`config.mk`:
```
export PLATFORM = sky130hd
export DESIGN_NAME = adc_board_audio_router
export DESIGN_NICKNAME = d
export VERILOG_FILES = /design/src/shared/audio_router_pkg.sv /design/src/rtl/adc_board_audio_router.sv /design/src/rtl/two_entry_buffer.sv
export VERILOG_INCLUDE_DIRS = /design/src /design/src/shared
export SDC_FILE = /design/constraint.sdc
export NUM_CORES = 1
export LEC_CHECK = 0
export ABC_CLOCK_PERIOD_IN_PS = 5450
export BUFFER_PORTS_ARGS = -buffer_cell sky130_fd_sc_hd__buf_2
export CORE_MARGIN = 1
export CORE_UTILIZATION = 30
export CTS_CLUSTER_DIAMETER = 200
export DETAILED_ROUTE_END_ITERATION = 8
export PLACE_DENSITY = 0.5
export SYNTH_ARGS = -nofsm -noshare
export SYNTH_HDL_FRONTEND = slang
export SYNTH_HIERARCHICAL = 1
export SYNTH_SLANG_ARGS = --single-unit
```
`constraint.sdc`:
```
create_clock -name clk_sys -period 5.45 [get_ports clk_sys]
set_input_delay 1.09 -clock clk_sys [delete_from_list [all_inputs] [get_ports clk_sys]]
set_output_delay 1.09 -clock clk_sys [all_outputs]
set_load 0.1 [all_outputs]
```
`src/shared/audio_router_defs.svh`:
```
// Constants for the board audio routing and configuration logic.
`ifndef AUDIO_ROUTER_DEFS_SVH
`define AUDIO_ROUTER_DEFS_SVH

// Field positions in the six-switch configuration bank.
`define SWA_PAIR_LO       0
`define SWA_PAIR_HI       1
`define SWA_FORMAT_LO     2
`define SWA_FORMAT_HI     3
`define SWA_SPEED_LO      4
`define SWA_SPEED_HI      5
`define SWA_WIDTH         6

// Field positions in the two-switch clock bank.
`define SWB_HALF_DIV      0
`define SWB_THREE_HALVES  1
`define SWB_WIDTH         2

// Serial frame geometry.
`define SAMPLE_BITS       24
`define SLOT_BITS         32
`define TDM_SLOTS         8
`define LANES             4
`define BIT_CNT_W         8

// Reset values of the configuration outputs.
`define RST_SPEED         2'h0
`define RST_FORMAT        2'h0
`define RST_PAIR          2'h0

// Two-entry buffer depth.
`define BUF_DEPTH         2

`endif

```
`src/shared/audio_router_pkg.sv`:
```
// Types shared by the board audio routing and configuration logic.
package audio_router_pkg;

  typedef enum logic [1:0] {
    SPEED_SINGLE_MASTER = 2'h0,
    SPEED_DOUBLE_MASTER = 2'h1,
    SPEED_QUAD_MASTER   = 2'h2,
    SPEED_SLAVE_ANY     = 2'h3
  } speed_mode_t;

  typedef enum logic [1:0] {
    FORMAT_LEFT_JUST = 2'h0,
    FORMAT_I2S       = 2'h1,
    FORMAT_TDM_2WIRE = 2'h2,
    FORMAT_TDM_4WIRE = 2'h3
  } format_t;

endpackage

```
`src/rtl/adc_board_audio_router.sv`:
```
// Switch/host configuration and serial audio routing for the converter board.
`timescale 1ns/100ps
`include "audio_router_defs.svh"

module adc_board_audio_router (
  input  wire logic                   clk_sys,
  input  wire logic                   rst,
  input  wire logic [`SWA_WIDTH-1:0]  switch_bank_a,
  input  wire logic [`SWB_WIDTH-1:0]  switch_bank_b,
  input  wire logic                   host_ctrl_en,
  input  wire logic [1:0]             host_speed_mode_sel,
  input  wire logic [1:0]             host_format_sel,
  input  wire logic [1:0]             host_pair_sel,
  input  wire logic                   host_mclk_half_div,
  input  wire logic                   host_mclk_three_halves_div,
  input  wire logic                   adc_sclk,
  input  wire logic                   adc_lrck,
  input  wire logic [`LANES-1:0]      serial_out_lane,
  output      logic [1:0]             adc_speed_mode_sel,
  output      logic [1:0]             adc_format_sel,
  output      logic                   adc_mclk_half_div,
  output      logic                   adc_mclk_three_halves_div,
  output      logic [1:0]             tx_speed_mode_sel,
  output      logic                   tx_mclk_half_div,
  output      logic                   tx_mclk_three_halves_div,
  output      logic                   tx_lane_data,
  output      logic                   tx_valid,
  input  wire logic                   tx_ready,
  output      logic [`SAMPLE_BITS-1:0] tx_left,
  output      logic [`SAMPLE_BITS-1:0] tx_right,
  output      logic                   dsp_sclk,
  output      logic                   dsp_lrck,
  output      logic [`LANES-1:0]      dsp_data,
  output      logic                   frame_aligned,
  output      logic                   overrun
);

  localparam int SW_W  = `SWA_WIDTH + `SWB_WIDTH;
  localparam int PIN_W = 2 + `LANES;
  localparam int WORD_W = 2 * `SAMPLE_BITS;

  typedef struct packed {
    logic [SW_W-1:0]                sw_meta;
    logic [SW_W-1:0]                sw_sync;
    logic [PIN_W-1:0]               pin_meta;
    logic [PIN_W-1:0]               pin_sync;
    logic                           sclk_prev;
    logic                           lr_prev;
    audio_router_pkg::speed_mode_t  speed;
    audio_router_pkg::format_t      format;
    logic [1:0]                     pair;
    logic                           half_div;
    logic                           three_halves;
    logic [`BIT_CNT_W-1:0]          bit_cnt;
    logic [`SAMPLE_BITS-1:0]        shift;
    logic [`SAMPLE_BITS-1:0]        left;
    logic                           aligned;
    logic                           word_done;
    logic [WORD_W-1:0]              word;
    logic                           overrun;
    logic                           lane_data;
    logic [PIN_W-1:0]               dsp_pins;
  } router_state_t;

  router_state_t state;
  router_state_t next_state;
  logic          buf_in_ready;
  logic [WORD_W-1:0] buf_out_data;

  // True for the two time-division multiplexed formats.
  function automatic logic is_tdm(input audio_router_pkg::format_t f);
    return (f == audio_router_pkg::FORMAT_TDM_2WIRE) ||
           (f == audio_router_pkg::FORMAT_TDM_4WIRE);
  endfunction

  ////////////////////////////////////////////////////////////////////////////
  // Configuration and capture

  logic                      sclk_s;
  logic                      lrck_s;
  logic [`LANES-1:0]         lanes_s;
  logic                      sclk_rise;
  logic                      frame_edge;
  logic [`BIT_CNT_W-1:0]     pos;
  logic [`BIT_CNT_W-1:0]     pcm_bit;
  logic                      din;
  logic [`SAMPLE_BITS-1:0]   sample;
  logic [1:0]                sel_speed;
  logic [1:0]                sel_format;
  logic [1:0]                sel_pair;
  logic                      sel_half;
  logic                      sel_three;
  logic                      cfg_change;
  logic                      pcm_left;

  assign sclk_s  = state.pin_sync[PIN_W-1];
  assign lrck_s  = state.pin_sync[PIN_W-2];
  assign lanes_s = state.pin_sync[`LANES-1:0];

  always_comb begin
    next_state = state;
    next_state.word_done = 1'b0;
    next_state.overrun   = 1'b0;

    // Switches and pins pass two flops before any use.
    next_state.sw_meta  = {switch_bank_b, switch_bank_a};
    next_state.sw_sync  = state.sw_meta;
    next_state.pin_meta = {adc_sclk, adc_lrck, serial_out_lane};
    next_state.pin_sync = state.pin_meta;
    next_state.sclk_prev = sclk_s;
    next_state.dsp_pins  = state.pin_sync;

    if (host_ctrl_en) begin
      sel_speed  = host_speed_mode_sel;
      sel_format = host_format_sel;
      sel_pair   = host_pair_sel;
      sel_half   = host_mclk_half_div;
      sel_three  = host_mclk_three_halves_div;
    end else begin
      sel_speed  = state.sw_sync[`SWA_SPEED_HI:`SWA_SPEED_LO];
      sel_format = state.sw_sync[`SWA_FORMAT_HI:`SWA_FORMAT_LO];
      sel_pair   = state.sw_sync[`SWA_PAIR_HI:`SWA_PAIR_LO];
      sel_half   = state.sw_sync[`SWA_WIDTH + `SWB_HALF_DIV];
      sel_three  = state.sw_sync[`SWA_WIDTH + `SWB_THREE_HALVES];
    end
    next_state.speed        =
      audio_router_pkg::speed_mode_t'(sel_speed);
    next_state.format       = audio_router_pkg::format_t'(sel_format);
    next_state.pair         = sel_pair;
    next_state.half_div     = sel_half;
    next_state.three_halves = sel_three;
    cfg_change = (sel_format != state.format) || (sel_pair != state.pair);

    // Forward the selected lane straight through in every format, TDM included.
    next_state.lane_data = lanes_s[state.pair];

    sclk_rise = sclk_s && !state.sclk_prev;
    if (is_tdm(state.format)) begin
      frame_edge = lrck_s && !state.lr_prev;
      din        = lanes_s[0];
    end else begin
      frame_edge = lrck_s != state.lr_prev;
      din        = lanes_s[state.pair];
    end
    pos      = frame_edge ? '0 : state.bit_cnt + 1'b1;
    pcm_bit  = pos - ((state.format == audio_router_pkg::FORMAT_I2S) ?
                      `BIT_CNT_W'(1) : `BIT_CNT_W'(0));
    pcm_left = lrck_s ^ (state.format == audio_router_pkg::FORMAT_I2S);
    sample   = {state.shift[`SAMPLE_BITS-2:0], din};

    if (sclk_rise) begin
      next_state.lr_prev = lrck_s;
      next_state.bit_cnt = pos;
      if (frame_edge && (is_tdm(state.format) || pcm_left)) begin
        next_state.aligned = 1'b1;
      end
      if (is_tdm(state.format)) begin
        // Slot pos[7:5] belongs to the chosen pair when its upper bits match.
        if (pos[7:6] == state.pair &&
            pos[4:0] < 5'(`SAMPLE_BITS)) begin
          next_state.shift = sample;
          if (pos[4:0] == 5'(`SAMPLE_BITS - 1)) begin
            if (!pos[5]) begin
              next_state.left = sample;
            end else begin
              next_state.word = {state.left, sample};
              next_state.word_done = state.aligned;
            end
          end
        end
      end else if (pcm_bit < `BIT_CNT_W'(`SAMPLE_BITS)) begin
        next_state.shift = sample;
        if (pcm_bit == `BIT_CNT_W'(`SAMPLE_BITS - 1)) begin
          if (pcm_left) begin
            next_state.left = sample;
          end else begin
            next_state.word = {state.left, sample};
            next_state.word_done = state.aligned;
          end
        end
      end
    end

    // A format or pair change drops alignment until the next frame start.
    if (cfg_change) begin
      next_state.aligned   = 1'b0;
      next_state.word_done = 1'b0;
    end
    // The converter cannot be stalled, so a full buffer loses the word.
    if (state.word_done && !buf_in_ready) begin
      next_state.overrun = 1'b1;
    end
  end

  always_ff @(posedge clk_sys or posedge rst) begin
    if (rst) begin
      state        <= '0;
      state.speed  <= audio_router_pkg::speed_mode_t'(`RST_SPEED);
      state.format <= audio_router_pkg::format_t'(`RST_FORMAT);
      state.pair   <= `RST_PAIR;
    end else begin
      state <= next_state;
    end
  end

  ////////////////////////////////////////////////////////////////////////////
  // Word buffer toward the transmitter

  two_entry_buffer #(
    .WIDTH (WORD_W),
    .DEPTH (`BUF_DEPTH)
  ) u_word_buffer (
    .clk_sys   (clk_sys),
    .rst       (rst),
    .in_valid  (state.word_done),
    .in_ready  (buf_in_ready),
    .in_data   (state.word),
    .out_valid (tx_valid),
    .out_ready (tx_ready),
    .out_data  (buf_out_data)
  );

  ////////////////////////////////////////////////////////////////////////////
  // Outputs

  // Both devices see the same register, so they change in the same cycle.
  assign adc_speed_mode_sel        = state.speed;
  assign adc_format_sel            = state.format;
  assign adc_mclk_half_div         = state.half_div;
  assign adc_mclk_three_halves_div = state.three_halves;
  assign tx_speed_mode_sel         = state.speed;
  assign tx_mclk_half_div          = state.half_div;
  assign tx_mclk_three_halves_div  = state.three_halves;
  assign tx_lane_data              = state.lane_data;
  assign tx_left                   = buf_out_data[WORD_W-1:`SAMPLE_BITS];
  assign tx_right                  = buf_out_data[`SAMPLE_BITS-1:0];
  assign dsp_sclk                  = state.dsp_pins[PIN_W-1];
  assign dsp_lrck                  = state.dsp_pins[PIN_W-2];
  assign dsp_data                  = state.dsp_pins[`LANES-1:0];
  assign frame_aligned             = state.aligned;
  assign overrun                   = state.overrun;

endmodule // adc_board_audio_router

```
`src/rtl/two_entry_buffer.sv`:
```
// Small valid/ready buffer that absorbs a stall by the receiver.
`timescale 1ns/100ps
module two_entry_buffer #(
  parameter int WIDTH = 48,
  parameter int DEPTH = 2
) (
  input  wire logic             clk_sys,
  input  wire logic             rst,
  input  wire logic             in_valid,
  output      logic             in_ready,
  input  wire logic [WIDTH-1:0] in_data,
  output      logic             out_valid,
  input  wire logic             out_ready,
  output      logic [WIDTH-1:0] out_data
);

  localparam int PW = (DEPTH > 1) ? $clog2(DEPTH) : 1;

  initial begin
    if (DEPTH < 2 || (DEPTH & (DEPTH - 1)) != 0 || WIDTH < 1) begin
      $error("two_entry_buffer: DEPTH must be a power of two >= 2");
    end
  end

  typedef struct packed {
    logic [DEPTH-1:0][WIDTH-1:0] mem;
    logic [PW-1:0]               wr_ptr;
    logic [PW-1:0]               rd_ptr;
    logic [PW:0]                 count;
  } buf_state_t;

  buf_state_t state;
  buf_state_t next_state;
  logic       push;
  logic       pop;

  assign in_ready  = (state.count != DEPTH[PW:0]);
  assign out_valid = (state.count != '0);
  assign out_data  = state.mem[state.rd_ptr];
  assign push      = in_valid && in_ready;
  assign pop       = out_valid && out_ready;

  always_comb begin
    next_state = state;
    if (push) begin
      next_state.mem[state.wr_ptr] = in_data;
      next_state.wr_ptr = state.wr_ptr + 1'b1;
    end
    if (pop) begin
      next_state.rd_ptr = state.rd_ptr + 1'b1;
    end
    if (push && !pop) begin
      next_state.count = state.count + 1'b1;
    end else if (pop && !push) begin
      next_state.count = state.count - 1'b1;
    end
  end

  always_ff @(posedge clk_sys or posedge rst) begin
    if (rst) begin
      state <= '0;
    end else begin
      state <= next_state;
    end
  end

endmodule // two_entry_buffer

```
==> results.json <==
{
  "dp.cells": 1271,
  "synthDistinctLibCells": 62,
  "path_cells": "ha_1 -> nor2b_1 -> or2_1 -> nand2b_1 -> ha_1 -> ha_1 -> inv_1 -> o211ai_1 -> o311a_1 -> a21oi_1 -> nor3_2 -> o32ai_4 -> buf_4 -> o211ai_1 -> buf_4 -> mux2i_1",
  "antenna_found_initial": 0,
  "pwr-share-clk_pct": 42.6,
  "rows": 68,
  "clk_path_buf_depth": 3,
  "overflow": 0,
  "fillers": 3472,
  "core_region_area_um2": 34900,
  "clkLatencyLatePin_ps": 550,
  "cp_slowest_cell": "nor3_2",
  "maxSlewViolCount": 0,
  "seq_area_frac_synth_pct": 58.4,
  "cp-start-kind": "register",
  "finalSetupTns_ps": 0,
  "syn2layout_area_growth_pct": 15.8,
  "end_kind": "register",
  "drt_wl_total_mm": 22.0,
  "avgSynthCellArea_um2": 14.0,
  "tightest_slew_ps": 904,
  "diodes": 0,
  "io_pins": 94,
  "wl_per_cell_um": 16.7,
  "worstSetupPathType": "reg2reg",
  "setup_violations": 0,
  "synthTopCellsByCount": "250 x dfrtp_1, 143 x mux2_2, 49 x nand2_1, 35 x mux2_4, 34 x inv_1",
  "initial_core_util_pct": 30.7,
  "cts_tree": "yes",
  "combPwrFrac_pct": 10.4,
  "syn-cell-area_um2": 10700,
  "clockRootBuffer": "clkbuf_16",
  "multi_input_area_um2": 4000,
  "rsz0062_at_grt": "no",
  "finalHoldViolations": 0,
  "grt_max_degree": 70,
  "fin_crit_ps": 4030,
  "gp_congestion": 0.839,
  "whs_ps": 345,
  "dp.final_hpwl_mm": 14.5,
  "ys.flop_type": "dfrtp_1",
  "grt_pass1_wl_mm": 36.6,
  "critPathArrivalTime_ps": 4480,
  "async_reset_ff_share_pct": 100,
  "yosys_register_bits": 250,
  "fin_skew_ps": 26.3,
  "fp.dieH_um": 191,
  "p_seq_share_pct": 47.0,
  "netlist.area_leader.share_pct": 58.4,
  "dieArea_um2": 36500,
  "ant_nets": 0,
  "fin_crit_sh_pct": 74.0,
  "max_stage_delay_ps": 480,
  "hold_class": "reg2reg",
  "drc": 0,
  "firstDrtPassIters": 4,
  "swShare_pct": 26.8,
  "p_int_uw": 3190,
  "first_iter_violations": 247,
  "relSlewSlack_pct": 39.7,
  "ctsHtreeMaxLevel": 1,
  "leakagePower_uw": 0.00614,
  "grt_pass1_vias": 6478,
  "die_x_um": 191,
  "path_clk_slew_ps": 60,
  "portBuffers": 93,
  "synth_edf_count": 0,
  "crit_family": "simple AND/OR/NAND/NOR gates",
  "status": "finished clean",
  "ir_worst_vdd_mv": 0.482,
  "grt_use_total_pct": 12.5,
  "critPathBufInv": 3,
  "crit_path_frequent_cell": "ha_1",
  "vias_per_cell": 4.60,
  "synth_nets": 798,
  "fin_cells": 1321,
  "layout-drive-gt1-share_pct": 39.8,
  "net-switching-power_uw": 1170,
  "numCtsBuffers": 27,
  "final_nets": 876,
  "ctsHoldBuffers": 0,
  "seqCellArea_um2": 6260,
  "synthTopCellsByArea": "dfrtp_1 58%, mux2_2 15%, mux2_4 4.9%",
  "syn-instance-count": 767,
  "finalPower_uw": 4370,
  "synth_most_common_cell": "dfrtp_1",
  "cap_violations": 0,
  "max_freq_ghz": 0.248,
  "ys_warn_count": 6,
  "crit_required_ps": 5900,
  "post-cts-setup-buffer-count": 0,
  "vias": 6083,
  "cts_resized": 0,
  "synth_top_area_cell": "dfrtp_1",
  "cts.sinks": 250,
  "cp_max_fo": 26,
  "p_per_area_nw_per_um2": 352
}
-- layer usage --
| layer | vias up | share of wire [%] | global-route usage, % |
|---|---|---|---|
| met4 | 0 | 2.1 | 2.95 |
| met3 | 32 | 3.8 | 2.09 |
| li1 | 2859 | - | - |
| met2 | 100 | 46 | 20.2 |
| met1 | 3092 | 48 | 17.5 |
| met5 | - | 0 | 0 |
-- registers in the layout, summed over array words and instances (netlist names), 2 cells and up --
register and flops:
adc_format_sel 2, adc_speed_mode_sel 2, state 92, sample 23
lanes_s 4, next_state 15, dsp_data 4, u_word_buffer/state 100
-- kinds of logic (layout without fill, tap and decap cells) --
| group | count (synthesis) | in the layout | share of synthesized area, % |
|---|---|---|---|
| muxes | 225 | 225 | 24.7 |
| AOI/OAI and AO/OA | 56 | 56 | 4.23 |
| and+or+nand+nor | 127 | 127 | 6.40 |
| buffers and inverters | 88 | 187 | 4.44 |
| xor gates and xnor gates | 16 | 16 | 1.31 |
| adders and majority gates | 5 | 5 | 0.584 |
| DFF | 250 | 250 | 58.4 |
-- power by group through the flow --
stage	Combinational, µW	Sequential (µW)	Clock [µW]
finish	455	2050	1860
CTS	465	2060	1920
floorplan	399	2030	0
global route	496	2070	1990
detailed placement	465	2090	0
global placement	465	2090	0
-- stage by stage --
stage | cell area, µm² | util, % | setup slack [ps]
2_1_floorplan | 10700 | - | 324
3_5_place_dp | 11500 | 33.0 | 1430
3_3_place_gp | 11500 | 33.0 | 1520
5_1_grt | 12400 | 35.6 | 1100
4_1_cts | 12400 | 35.6 | 1410
6_report | 12400 | 35.6 | 1420
-- worst paths after layout --
kind / cells past startpoint / slack [ps] / startpoint / end
max in group asynchronous: 3 / 3640 / rst / u_word_buffer/state[38]
hold / removal: 0 / 350 / next_state[125] / lanes_s[1]
min in group asynchronous: 2 / 650 / rst / state[8]
setup / recovery: 16 / 1420 / lrck_s / state[53]
hold reg to reg: 0 / 350 / next_state[125] / lanes_s[1]
setup reg to reg: 16 / 1420 / lrck_s / state[53]
-- worst reg2reg max path, cell delays in order (launching register included) --
cell	delay [ps]
dfrtp_1	410
ha_1	290
nor2b_1	160
or2_1	360
nand2b_1	130
ha_1	240
ha_1	260
inv_1	80
o211ai_1	80
o311a_1	190
a21oi_1	50
nor3_2	480
o32ai_4	180
buf_4	270
o211ai_1	150
buf_4	380
mux2i_1	240
-- cells in the final DEF (no fill, tap or decap), types with 3 or more instances in the layout --
cell type	n
or3_1	3
clkinvlp_4	3
dfrtp_1	249
a21oi_1	5
nor2_1	8
nor2b_1	5
mux2_1	20
o21ai_0	10
buf_2	93
mux2_4	35
clkbuf_16	27
nor3_1	5
ha_1	5
nand2_1	49
inv_1	32
clkinv_2	5
xor2_1	9
xnor2_1	7
clkbuf_8	6
o2bb2ai_1	22
nand4_1	4
mux2_2	143
nand3_1	28
clkbuf_1	5
mux2i_1	26
buf_4	10
-- cell type report --
cell class / count / share of cell area, %
timing repair buffer: 103 / 4.35
inverter: 34 / 1.09
tap: 455 / 4.59
sequential: 250 / 50.4
clock inverter: 12 / 1.10
multi-input combinational: 429 / 32.2
clock buffer: 38 / 6.26
(Power assumes the default switching activity.)
